<file path="src/common/rucs_defs.svh">
/*
  Constants for the remote update configuration sequencer.
  Assumes inclusion by bare name from the design file.
*/
`ifndef RUCS_DEFS_SVH
`define RUCS_DEFS_SVH

`define RUCS_PAGE_W       3
`define RUCS_FACTORY_PAGE 3'h0
`define RUCS_WD_W         16
`define RUCS_WD_RESET     16'hFFFF
`define RUCS_CAUSE_W      3
`define RUCS_CAUSE_NONE   3'h0
`define RUCS_CAUSE_PWRUP  3'h1
`define RUCS_CAUSE_ERROR  3'h2
`define RUCS_CAUSE_WDOG   3'h3
`define RUCS_CAUSE_USER   3'h4

`endif

</file>
<file path="src/common/rucs_pkg.sv">
/*
  Types for the remote update configuration sequencer.
  Assumes nothing of its surroundings.
*/
`default_nettype none
package rucs_pkg;
  typedef enum logic [2:0] {
    RUCS_IDLE,
    RUCS_LOAD,
    RUCS_WAIT,
    RUCS_USER
  } rucs_state_t;
endpackage
`default_nettype wire

</file>
<file path="src/hw/rucs_sequencer.sv">
/*
  Remote update configuration sequencer: picks the page to load, runs the
  user watchdog, and falls back to the factory page on a remote-mode application load error.
  Assumes a loader outside that fetches a page on load_req_q and answers
  with load_done (with load_err) once; all inputs synchronous to clk.
*/
// Operation
// - Remote mode powers up from page zero
// - Failed application falls back to factory; a failed local-mode page is retried instead
// - Factory sets next page and watchdog
// - Watchdog expiry records cause, reloads factory
// - Only remote-capable applications restart watchdog
// - Watchdog disabled while factory runs
// - Load error records cause, loads factory; factory and local-mode page errors retry with no cause
// - Factory reads cause, writes next page
// - Clean application load enters user mode
// - Application triggers factory reload after update
// - At most seven application pages
// - Serial and parallel schemes all usable
// - Local mode boots application directly
`timescale 1ns/1ns
`include "rucs_defs.svh"
`default_nettype none
module rucs_sequencer
  import rucs_pkg::*;
(
  input  wire logic                       clk,
  input  wire logic                       nrst,
  input  wire logic                       remote_mode,
  input  wire logic [`RUCS_PAGE_W-1:0]    local_page,
  input  wire logic [1:0]                 load_scheme,
  input  wire logic                       ctrl_wr,
  input  wire logic [`RUCS_PAGE_W-1:0]    ctrl_page,
  input  wire logic                       ctrl_wd_en,
  input  wire logic [`RUCS_WD_W-1:0]      ctrl_wd_timeout,
  input  wire logic                       wd_restart,
  input  wire logic                       app_remote_capable,
  input  wire logic                       reconfig_req,
  input  wire logic                       load_done,
  input  wire logic                       load_err,
  output logic                            load_req_q,
  output logic [`RUCS_PAGE_W-1:0]         load_page_q,
  output logic [1:0]                      load_scheme_q,
  output logic                            user_mode_q,
  output logic                            factory_active_q,
  output logic [`RUCS_CAUSE_W-1:0]        status_cause_q,
  output logic [`RUCS_PAGE_W-1:0]         status_page_q,
  output logic                            wd_running_q
);

  // ---------------------------------------------------------------
  // State and control register
  // ---------------------------------------------------------------
  rucs_state_t                state_q;
  logic [`RUCS_PAGE_W-1:0]    next_page_q;
  logic                       wd_en_q;
  logic [`RUCS_WD_W-1:0]      wd_timeout_q;
  logic [`RUCS_WD_W-1:0]      wd_cnt_q;
  logic                       wd_expire;
  logic                       is_factory;
  logic                       boot_q;
  logic                       app_fail;

  // Only a failed application page in remote mode falls back; factory and
  // local pages retry, since there is nothing safer left to load
  function automatic logic app_load_failed(
    input rucs_state_t st,
    input logic        done,
    input logic        err,
    input logic        remote,
    input logic        factory
  );
    return (st == RUCS_WAIT) && done && err && remote && !factory;
  endfunction

  assign is_factory = (load_page_q == `RUCS_FACTORY_PAGE);
  assign app_fail   = app_load_failed(state_q, load_done, load_err, remote_mode, is_factory);
  assign wd_expire  = wd_running_q && (wd_cnt_q == '0);

  // Control register written only while factory image runs
  always_ff @(posedge clk) begin
    if (!nrst) begin
      next_page_q  <= `RUCS_FACTORY_PAGE;
      wd_en_q      <= 1'b0;
      wd_timeout_q <= `RUCS_WD_RESET;
    end else if (ctrl_wr && user_mode_q && factory_active_q) begin
      next_page_q  <= ctrl_page;
      wd_en_q      <= ctrl_wd_en;
      wd_timeout_q <= ctrl_wd_timeout;
    end
  end

  // ---------------------------------------------------------------
  // Sequencer
  // ---------------------------------------------------------------
  // Boot latch: power-up cause is recorded on the first cycle after release
  always_ff @(posedge clk) begin
    if (!nrst) begin
      boot_q <= 1'b1;
    end else if (state_q == RUCS_IDLE) begin
      boot_q <= 1'b0;
    end
  end

  always_ff @(posedge clk) begin
    if (!nrst) begin
      state_q          <= RUCS_IDLE;
      load_req_q       <= 1'b0;
      load_page_q      <= `RUCS_FACTORY_PAGE;
      load_scheme_q    <= 2'h0;
      user_mode_q      <= 1'b0;
      factory_active_q <= 1'b0;
    end else begin
      load_req_q <= 1'b0;
      unique case (state_q)
        RUCS_IDLE: begin
          // Any scheme code passes through; loader decides transport
          load_scheme_q <= load_scheme;
          if (remote_mode) begin
            load_page_q <= `RUCS_FACTORY_PAGE;
          end else begin
            load_page_q <= local_page;
          end
          state_q <= RUCS_LOAD;
        end
        RUCS_LOAD: begin
          load_req_q <= 1'b1;
          state_q    <= RUCS_WAIT;
        end
        RUCS_WAIT: begin
          if (load_done) begin
            if (load_err && remote_mode && !is_factory) begin
              load_page_q <= `RUCS_FACTORY_PAGE;
              state_q     <= RUCS_LOAD;
            end else if (load_err) begin
              // Factory or local image failed: retry the same page
              state_q <= RUCS_LOAD;
            end else begin
              user_mode_q      <= 1'b1;
              factory_active_q <= remote_mode && is_factory;
              state_q          <= RUCS_USER;
            end
          end
        end
        RUCS_USER: begin
          if (wd_expire || (remote_mode && reconfig_req)) begin
            user_mode_q      <= 1'b0;
            factory_active_q <= 1'b0;
            state_q          <= RUCS_LOAD;
            if (factory_active_q) begin
              load_page_q <= next_page_q;
            end else begin
              load_page_q <= `RUCS_FACTORY_PAGE;
            end
          end
        end
        default: begin
          state_q <= RUCS_IDLE;
        end
      endcase
    end
  end

  // ---------------------------------------------------------------
  // Status register
  // ---------------------------------------------------------------
  always_ff @(posedge clk) begin
    if (!nrst) begin
      status_cause_q <= `RUCS_CAUSE_NONE;
      status_page_q  <= `RUCS_FACTORY_PAGE;
    end else if (state_q == RUCS_IDLE && boot_q) begin
      status_cause_q <= `RUCS_CAUSE_PWRUP;
    end else if (app_fail) begin
      status_cause_q <= `RUCS_CAUSE_ERROR;
      status_page_q  <= load_page_q;
    end else if (state_q == RUCS_USER && wd_expire) begin
      status_cause_q <= `RUCS_CAUSE_WDOG;
      status_page_q  <= load_page_q;
    end else if (state_q == RUCS_USER && remote_mode && reconfig_req && !factory_active_q) begin
      status_cause_q <= `RUCS_CAUSE_USER;
      status_page_q  <= load_page_q;
    end
  end

  // ---------------------------------------------------------------
  // User watchdog
  // ---------------------------------------------------------------
  // Runs only in a remote-mode application; never under factory image
  always_ff @(posedge clk) begin
    if (!nrst) begin
      wd_running_q <= 1'b0;
      wd_cnt_q     <= `RUCS_WD_RESET;
    end else if (state_q == RUCS_WAIT && load_done && !load_err) begin
      wd_running_q <= wd_en_q && remote_mode && !is_factory;
      wd_cnt_q     <= wd_timeout_q;
    end else if (state_q != RUCS_USER || factory_active_q || wd_expire) begin
      wd_running_q <= 1'b0;
    end else if (wd_running_q) begin
      if (wd_restart && app_remote_capable) begin
        wd_cnt_q <= wd_timeout_q;
      end else begin
        wd_cnt_q <= wd_cnt_q - 1'b1;
      end
    end
  end

  // ---------------------------------------------------------------
  // Checks
  // ---------------------------------------------------------------
  a_boot_factory_page: assert property (@(posedge clk) disable iff (!nrst)
    (state_q == RUCS_IDLE && remote_mode) |=> load_page_q == `RUCS_FACTORY_PAGE)
    else $error("remote boot not from factory page");
  a_local_direct: assert property (@(posedge clk) disable iff (!nrst)
    (state_q == RUCS_IDLE && !remote_mode) |=> load_page_q == $past(local_page))
    else $error("local boot page wrong");
  a_error_fallback: assert property (@(posedge clk) disable iff (!nrst)
    (state_q == RUCS_WAIT && load_done && load_err && remote_mode && !is_factory)
      |=> load_page_q == `RUCS_FACTORY_PAGE ##1 load_req_q)
    else $error("no fallback after load error");
  a_error_cause: assert property (@(posedge clk) disable iff (!nrst)
    app_fail |=> status_cause_q == `RUCS_CAUSE_ERROR && status_page_q == $past(load_page_q))
    else $error("load error cause not recorded");
  a_factory_retry: assert property (@(posedge clk) disable iff (!nrst)
    (state_q == RUCS_WAIT && load_done && load_err && (!remote_mode || is_factory))
      |=> $stable(load_page_q) ##1 load_req_q)
    else $error("failed factory or local page not retried");
  a_pwrup_cause: assert property (@(posedge clk) disable iff (!nrst)
    (state_q == RUCS_IDLE && boot_q) |=> status_cause_q == `RUCS_CAUSE_PWRUP)
    else $error("power-up cause not recorded");
  a_scheme_pass: assert property (@(posedge clk) disable iff (!nrst)
    (state_q == RUCS_IDLE) |=> load_scheme_q == $past(load_scheme))
    else $error("loading scheme not passed through");
  a_load_hold: assert property (@(posedge clk) disable iff (!nrst)
    (state_q == RUCS_WAIT && !load_done) |=> $stable(load_page_q) && !user_mode_q)
    else $error("page or mode moved during a load");
  a_local_plain: assert property (@(posedge clk) disable iff (!nrst)
    (user_mode_q && !remote_mode) |-> !factory_active_q && !wd_running_q)
    else $error("local image treated as factory or watched");
  a_user_reload: assert property (@(posedge clk) disable iff (!nrst)
    (state_q == RUCS_USER && remote_mode && reconfig_req && !factory_active_q && !wd_expire)
      |=> load_page_q == `RUCS_FACTORY_PAGE && status_cause_q == `RUCS_CAUSE_USER && !user_mode_q)
    else $error("application reload did not return to factory");

  // ---------------------------------------------------------------
  // Control register, watchdog and user-mode entry checks
  // ---------------------------------------------------------------
  // Writes from an application must not steer the next boot
  a_ctrl_refused: assert property (@(posedge clk) disable iff (!nrst)
    (ctrl_wr && !(user_mode_q && factory_active_q))
      |=> next_page_q == $past(next_page_q) && wd_en_q == $past(wd_en_q)
        && wd_timeout_q == $past(wd_timeout_q))
    else $error("control write accepted outside factory");
  a_ctrl_take: assert property (@(posedge clk) disable iff (!nrst)
    (ctrl_wr && user_mode_q && factory_active_q) |=> next_page_q == $past(ctrl_page))
    else $error("factory control write lost");
  a_wdog_count: assert property (@(posedge clk) disable iff (!nrst)
    (wd_running_q && state_q == RUCS_USER && !factory_active_q && !wd_expire && !wd_restart)
      |=> wd_cnt_q == $past(wd_cnt_q) - 1'b1)
    else $error("watchdog not counting down");
  a_wdog_expiry: assert property (@(posedge clk) disable iff (!nrst)
    (state_q == RUCS_USER && wd_expire) |=> status_cause_q == `RUCS_CAUSE_WDOG
      && load_page_q == `RUCS_FACTORY_PAGE && !user_mode_q)
    else $error("watchdog expiry not handled");
  a_wdog_factory_off: assert property (@(posedge clk) disable iff (!nrst)
    factory_active_q |-> !wd_running_q)
    else $error("watchdog running under factory image");
  a_wdog_restart_ok: assert property (@(posedge clk) disable iff (!nrst)
    (wd_running_q && state_q == RUCS_USER && !factory_active_q && !wd_expire
      && wd_restart && !app_remote_capable) |=> wd_cnt_q == $past(wd_cnt_q) - 1'b1)
    else $error("watchdog restarted by invalid image");
  a_wdog_reload: assert property (@(posedge clk) disable iff (!nrst)
    (wd_running_q && state_q == RUCS_USER && !factory_active_q && !wd_expire
      && wd_restart && app_remote_capable) |=> wd_cnt_q == $past(wd_timeout_q))
    else $error("watchdog not reloaded");
  a_user_entry: assert property (@(posedge clk) disable iff (!nrst)
    (state_q == RUCS_WAIT && load_done && !load_err) |=> user_mode_q)
    else $error("clean load did not enter user mode");
  a_factory_next: assert property (@(posedge clk) disable iff (!nrst)
    (state_q == RUCS_USER && factory_active_q && reconfig_req && !wd_expire)
      |=> load_page_q == $past(next_page_q))
    else $error("factory did not load chosen page");

  c_app_running:  cover property (@(posedge clk) user_mode_q && !factory_active_q && wd_running_q);
  c_wdog_expired: cover property (@(posedge clk) status_cause_q == `RUCS_CAUSE_WDOG);
  c_load_failed:  cover property (@(posedge clk) status_cause_q == `RUCS_CAUSE_ERROR);
  c_local_boot:   cover property (@(posedge clk) user_mode_q && !remote_mode);
  c_user_reload:  cover property (@(posedge clk) status_cause_q == `RUCS_CAUSE_USER);

endmodule
`default_nettype wire

</file>
<file path="config.mk">
export PLATFORM = sky130hd
export DESIGN_NAME = rucs_sequencer
export DESIGN_NICKNAME = d
export VERILOG_FILES = /design/src/common/rucs_pkg.sv /design/src/hw/rucs_sequencer.sv
export VERILOG_INCLUDE_DIRS = /design/src /design/src/common
export SDC_FILE = /design/constraint.sdc
export NUM_CORES = 1
export LEC_CHECK = 0
export BUFFER_PORTS_ARGS = -buffer_cell sky130_fd_sc_hd__buf_4
export CAP_MARGIN = 20
export CORE_ASPECT_RATIO = 0.7
export CORE_MARGIN = 2
export CORE_UTILIZATION = 59
export CTS_CLUSTER_DIAMETER = 30
export CTS_CLUSTER_SIZE = 28
export DETAILED_ROUTE_END_ITERATION = 6
export HOLD_SLACK_MARGIN = 0.03
export PLACE_DENSITY_LB_ADDON = 0.15
export SYNTH_ARGS = -nofsm -noshare
export SYNTH_HDL_FRONTEND = slang
export SYNTH_SLANG_ARGS = --single-unit
</file>
<file path="constraint.sdc">
create_clock -name clk -period 6.1 [get_ports clk]
set_clock_uncertainty 0.1 [all_clocks]
set_input_delay 1.22 -clock clk [delete_from_list [all_inputs] [get_ports clk]]
set_output_delay 1.22 -clock clk [all_outputs]
set_load 0.1 [all_outputs]
</file>
---- After elaboration in Yosys (flattened, before gate mapping) ----
Cells that the tools add are included.
word-level totals
  input port bits ......................... 34
  latch bits .............................. 0
  memories ................................ 0
  RAM bits ................................ 0
  flip-flop bits (word level) ............. 55
  logic and storage cells ................. 105
  ROM bits ................................ 0
cells by class
  mux-type cells .......................... 34
  shift-type cells ........................ 0
  reduce and logical (&&, ||, !) cells .... 42
  multiply operators ...................... 0
  magnitude comparators ................... 0
  bitwise operators ....................... 2
  $add $sub $neg .......................... 1
  div/mod/pow operators ................... 0
  equality and inequality tests ........... 10
operators by type and width
  operator               number
  $mux 16                4
  $mux 3                 10
  $logic_and 1x1->1      20
  $logic_not 16->1       1
  $sub 16x1->16 const B  1
  $pmux 3 s4             1
  $mux 1                 11
  $mux 2                 5
  $ne 2x2->1 const B     5
  $pmux 3 s3             1
  $eq 3x2->1 const B     2
  $logic_not 3->1        2
  $reduce_and 2->1       3
  $reduce_bool 2->1      3
  $reduce_bool 3->1      2
  $reduce_and 5->1       1
  $pmux 1 s2             2
  $reduce_and 4->1       1
  $reduce_bool 4->1      1
  $reduce_or 4->1        1
  $eq 3x1->1 const B     1
  $logic_not 1->1        3
  $logic_or 1x1->1       3
  $ne 3x2->1 const B     1
  3 further kinds        4

---- Depth between registers and ports, before layout ----
  depth after elaboration ................. 8
  gate-level depth with buffers ........... 8

---- Worst setup path after synthesis ----
No wires, ideal clock.
  path type ............................... input-to-reg
  start ................................... in load_done
  end ..................................... reg wd_cnt_q[8]
  data arrival time ....................... 2.381 ns
  cell stages on the path ................. 7
  path slack .............................. 3.497 ns
  path buffers ............................ 2
  cell sequence ........................... nor4bb_1 clkbuf_2 a21oi_1 clkbuf_1 nand2_1 o22a_1 o32a_1
on the way
  word-level cells in the longest chain between the ends .. 4
  elaborated cells between the ends (all ways) .. 6
  those cells by class .................... 1 x eq/ne; 1 x mux; 4 x reduce/logical
ends and longest elaborated chain
  item                                                              RTL line               source
  start: declaration                                                rucs_sequencer.sv:39   input wire logic load_done,
  $logic_and 1x1->1 * (2 in a row)                                  rucs_sequencer.sv:193  end else if (state_q == RUCS_WAIT && load_done && !load_err) begin
  $ne 2x2->1 (no source line) or $reduce_bool 2->1 (tied branches)  n/a
  $reduce_and 2->1 (no source line)                                 n/a
  end signal: assignment                                            rucs_sequencer.sv:192  wd_cnt_q <= `RUCS_WD_RESET;
  end signal: assignment                                            rucs_sequencer.sv:195  wd_cnt_q <= wd_timeout_q;
  end signal: assignment                                            rucs_sequencer.sv:200  wd_cnt_q <= wd_timeout_q;
  end: declaration                                                  rucs_sequencer.sv:58   logic [`RUCS_WD_W-1:0] wd_cnt_q;
Every way passes the cells marked *; elsewhere a longest branch is shown, timed or not.
A chain may end at the register's enable or synchronous reset.

---- Worst setup path in the final report ----
Ends and elaborated chain as after synthesis.

==> summary.md <==
| Metric | Value |
|---|---|
| Die Area | 0.005050 mm^2 |
| # placed instances | 416 |
| Cts bufs inserted | 5 |
| Initial DRT Pass Iterations | 6 |
| Mapped Cells | 330 |
| Skew-Pair Late Insertion Delay | 0.31 ns |
| Total Routing Usage GR | 27.58% |
| Die Y | 60.06 um |
| Max clock buf depth | 2 |
| Number of flops mapped to enable cells by yosys | 0 |
| Slew HR | 54.94% |
| Antenna viol nets, final | 0 |
| Dpl hpwl | 4524 um |
| Yosys reg bits | 54 |
| Status | finished clean |
| # Max-Cap Violations | 0 |
| H-tree levels | 2 |
| # DRC | 0 |
| DRT Wirelength | 6508 um |
| Antenna cells | 0 |
| DR iter-0 viols | 238 |
| Vias per cell | 6.019 |
| Initial Util | 61.18% |
| PwrDens | 249.5 mW/mm^2 |
| Clk slew on worst S/H paths | 0.10 ns |
| Ys async rst share | 0% |
| Grt total ovfl | 0 |
| P&R area growth vs syn | 18.94% |
| Register area share after synthesis | 40.81% |
| Most common cell after layout, fill and taps aside | nand2_1 |
| Syn nets | 365 |
| CTS root buf | clkbuf_8 |
| Crit path kind | input pin to flip-flop |
| Crit path required time | 6.26 ns |
| Startpoint Class | input pin |
| Die Span X | 84.09 um |
| Clock Sinks | 54 |
| Worst slew pin tran | 0.6740 ns |
| Gpl congestion | 0.8883 |
| Final min period | 2.737 ns |
| Overall Power | 786.0 uW |
| Synth top area cells | dfxtp_1 41%, nand2_1 10%, nand3_1 4.2%, o21ai_0 3.8%, a21oi_1 3.4% |
| Final number of max-transition violations | 0 |
| Setup tns final | 0 ns |
| Crit. End Element | flip-flop |
| Vias | 2552 |
| Layout cells sized above 1 | 18.43% |
| Avg Cell Area, Syn | 8.027 um^2 |
| Largest net degree at the start of global routing | 54 |
| Synth warnings | 0 |
| CTS tree | done |
| Max Freq | 365.3 MHz |
| Final setup viols | 0 |
| Row cnt | 20 |
| Drt wl/cell | 15.35 um |
| RSZ-0062 raised after global routing | no |
| Number of global-route vias before repair | 2206 |
| Pre-CTS setup slack | 3.085 ns |
| I/O pins | 49 |
| Peak supply drop | 0.1901 mV |
| Hold buffers post-CTS | 0 |
| Post-cts sizing count | 0 |
| First-pass GRT wire length | 10950 um |
| Post-synth top area share | 40.81% |
| Final cell count without fillers | 424 |
| Dominant cell type by area after synthesis | dfxtp_1 |
| Core box area | 0.004329 mm^2 |
| Post-CTS setup buffers | 0 |
| Hold Vio Cnt, Final | 0 |
| R2R setup slack | 3.40 ns |
| I/O Buffers | 48 |
| Worst Path Max Fanout | 16 |
| Static Leak | 1.290 nW |
| Tightest Hold Check Type | flip-flop to flip-flop |
| Yosys cell types | 54 |
| Final design utilization | 72.77% |
| Post-layout nets | 403 |
| Mapped Area | 0.002649 mm^2 |
| Initial antenna violation count | 0 |
| Final worst path period share | 44.87% |
| Top_reg_cell synth | dfxtp_1 |
| Final worst-path setup slack | 3.363 ns |
| Most frequent cells in the layout | 74 x nand2_1, 54 x dfxtp_1, 50 x buf_4 |
| Worst path arrival time | 2.90 ns |
cell families (layout without fill, tap and decap cells):
group | after synthesis | in the layout | synth area share, %
muxes | 7 | 7 | 2.645
DFF | 54 | 54 | 40.81
buffers and inverters | 24 | 63 | 3.731
adders and majority gates | 1 | 1 | 0.4723
and+or+nand+nor | 156 | 156 | 29.33
AOI/OAI and AO/OA | 88 | 88 | 23.01
cell usage after synthesis, types with 2 or more instances:
| master | count |
|---|---|
| o21ai_0 | 20 |
| o22ai_1 | 3 |
| and3_1 | 4 |
| or4_1 | 3 |
| nand2b_1 | 4 |
| nor3_1 | 8 |
| o31ai_1 | 2 |
| buf_4 | 2 |
| a32o_1 | 2 |
| or3_1 | 3 |
| clkbuf_1 | 16 |
| nand4_1 | 2 |
| a31oi_1 | 6 |
| inv_1 | 4 |
| nand2_1 | 74 |
| a21boi_0 | 7 |
| nor2_1 | 17 |
| o32a_1 | 7 |
| or2_2 | 2 |
| o22a_1 | 3 |
| and2_1 | 3 |
| a21oi_1 | 18 |
| o21a_1 | 3 |
| nand3b_1 | 2 |
| nand3_1 | 22 |
| mux2i_1 | 7 |
| nor4_1 | 2 |
| dfxtp_1 | 54 |
| o211ai_1 | 5 |
cell type report:
type                            count  area (um^2)
Clock buffer                        5        68.82
Clock inverter                      3        68.82
Fill cell                         351         1179
Inverter                            5        18.77
Multi-Input combinational cell    252         1469
Sequential cell                    54         1081
Tap cell                           55        68.82
Timing Repair Buffer               50        375.4
worst max-delay path, cell delays in order:
cell      delay (ns)
buf_4           0.13
nor4bb_1        0.14
buf_4           0.19
o31ai_4         0.57
nand2b_1        0.43
o32a_1          0.22
per-stage QoR:
step	hold WS [ns]	cell area [um^2]
floorplan	0.3316	2649
global placement	0.3481	3013
detailed placement	0.3515	3013
CTS	0.3671	3151
global route	0.3994	3151
finish	0.3657	3151
state kept, by name, indices dropped and copies added (netlist names), 2 cells and up:
signal	count
load_page_q	3
status_cause_q	3
state_q	2
next_page_q	3
wd_cnt_q	16
load_scheme_q	2
wd_timeout_q	16
status_page_q	3
routing by layer:
| metal | global-route usage (%) | share of wire [%] |
|---|---|---|
| met5 | 0 | 0 |
| met4 | 6.912 | 0.74 |
| met3 | 4.972 | 8.9 |
| met2 | 36.62 | 40 |
| met1 | 44.78 | 50 |
final timing paths:
kind	from	endpoint	cells past startpoint
min reg2reg	status_page_q[0]	status_page_q[0]	2
min	status_page_q[0]	status_page_q[0]	2
max reg2reg	wd_cnt_q[0]	wd_cnt_q[8]	7
max	load_done	wd_cnt_q[8]	6
where the power goes:
part | switching, mW | internal [mW] | total (mW)
clock network | 0.123 | 0.164 | 0.288
registers | 0.0129 | 0.361 | 0.374
logic | 0.0827 | 0.0414 | 0.124
(Power assumes the default switching activity.)
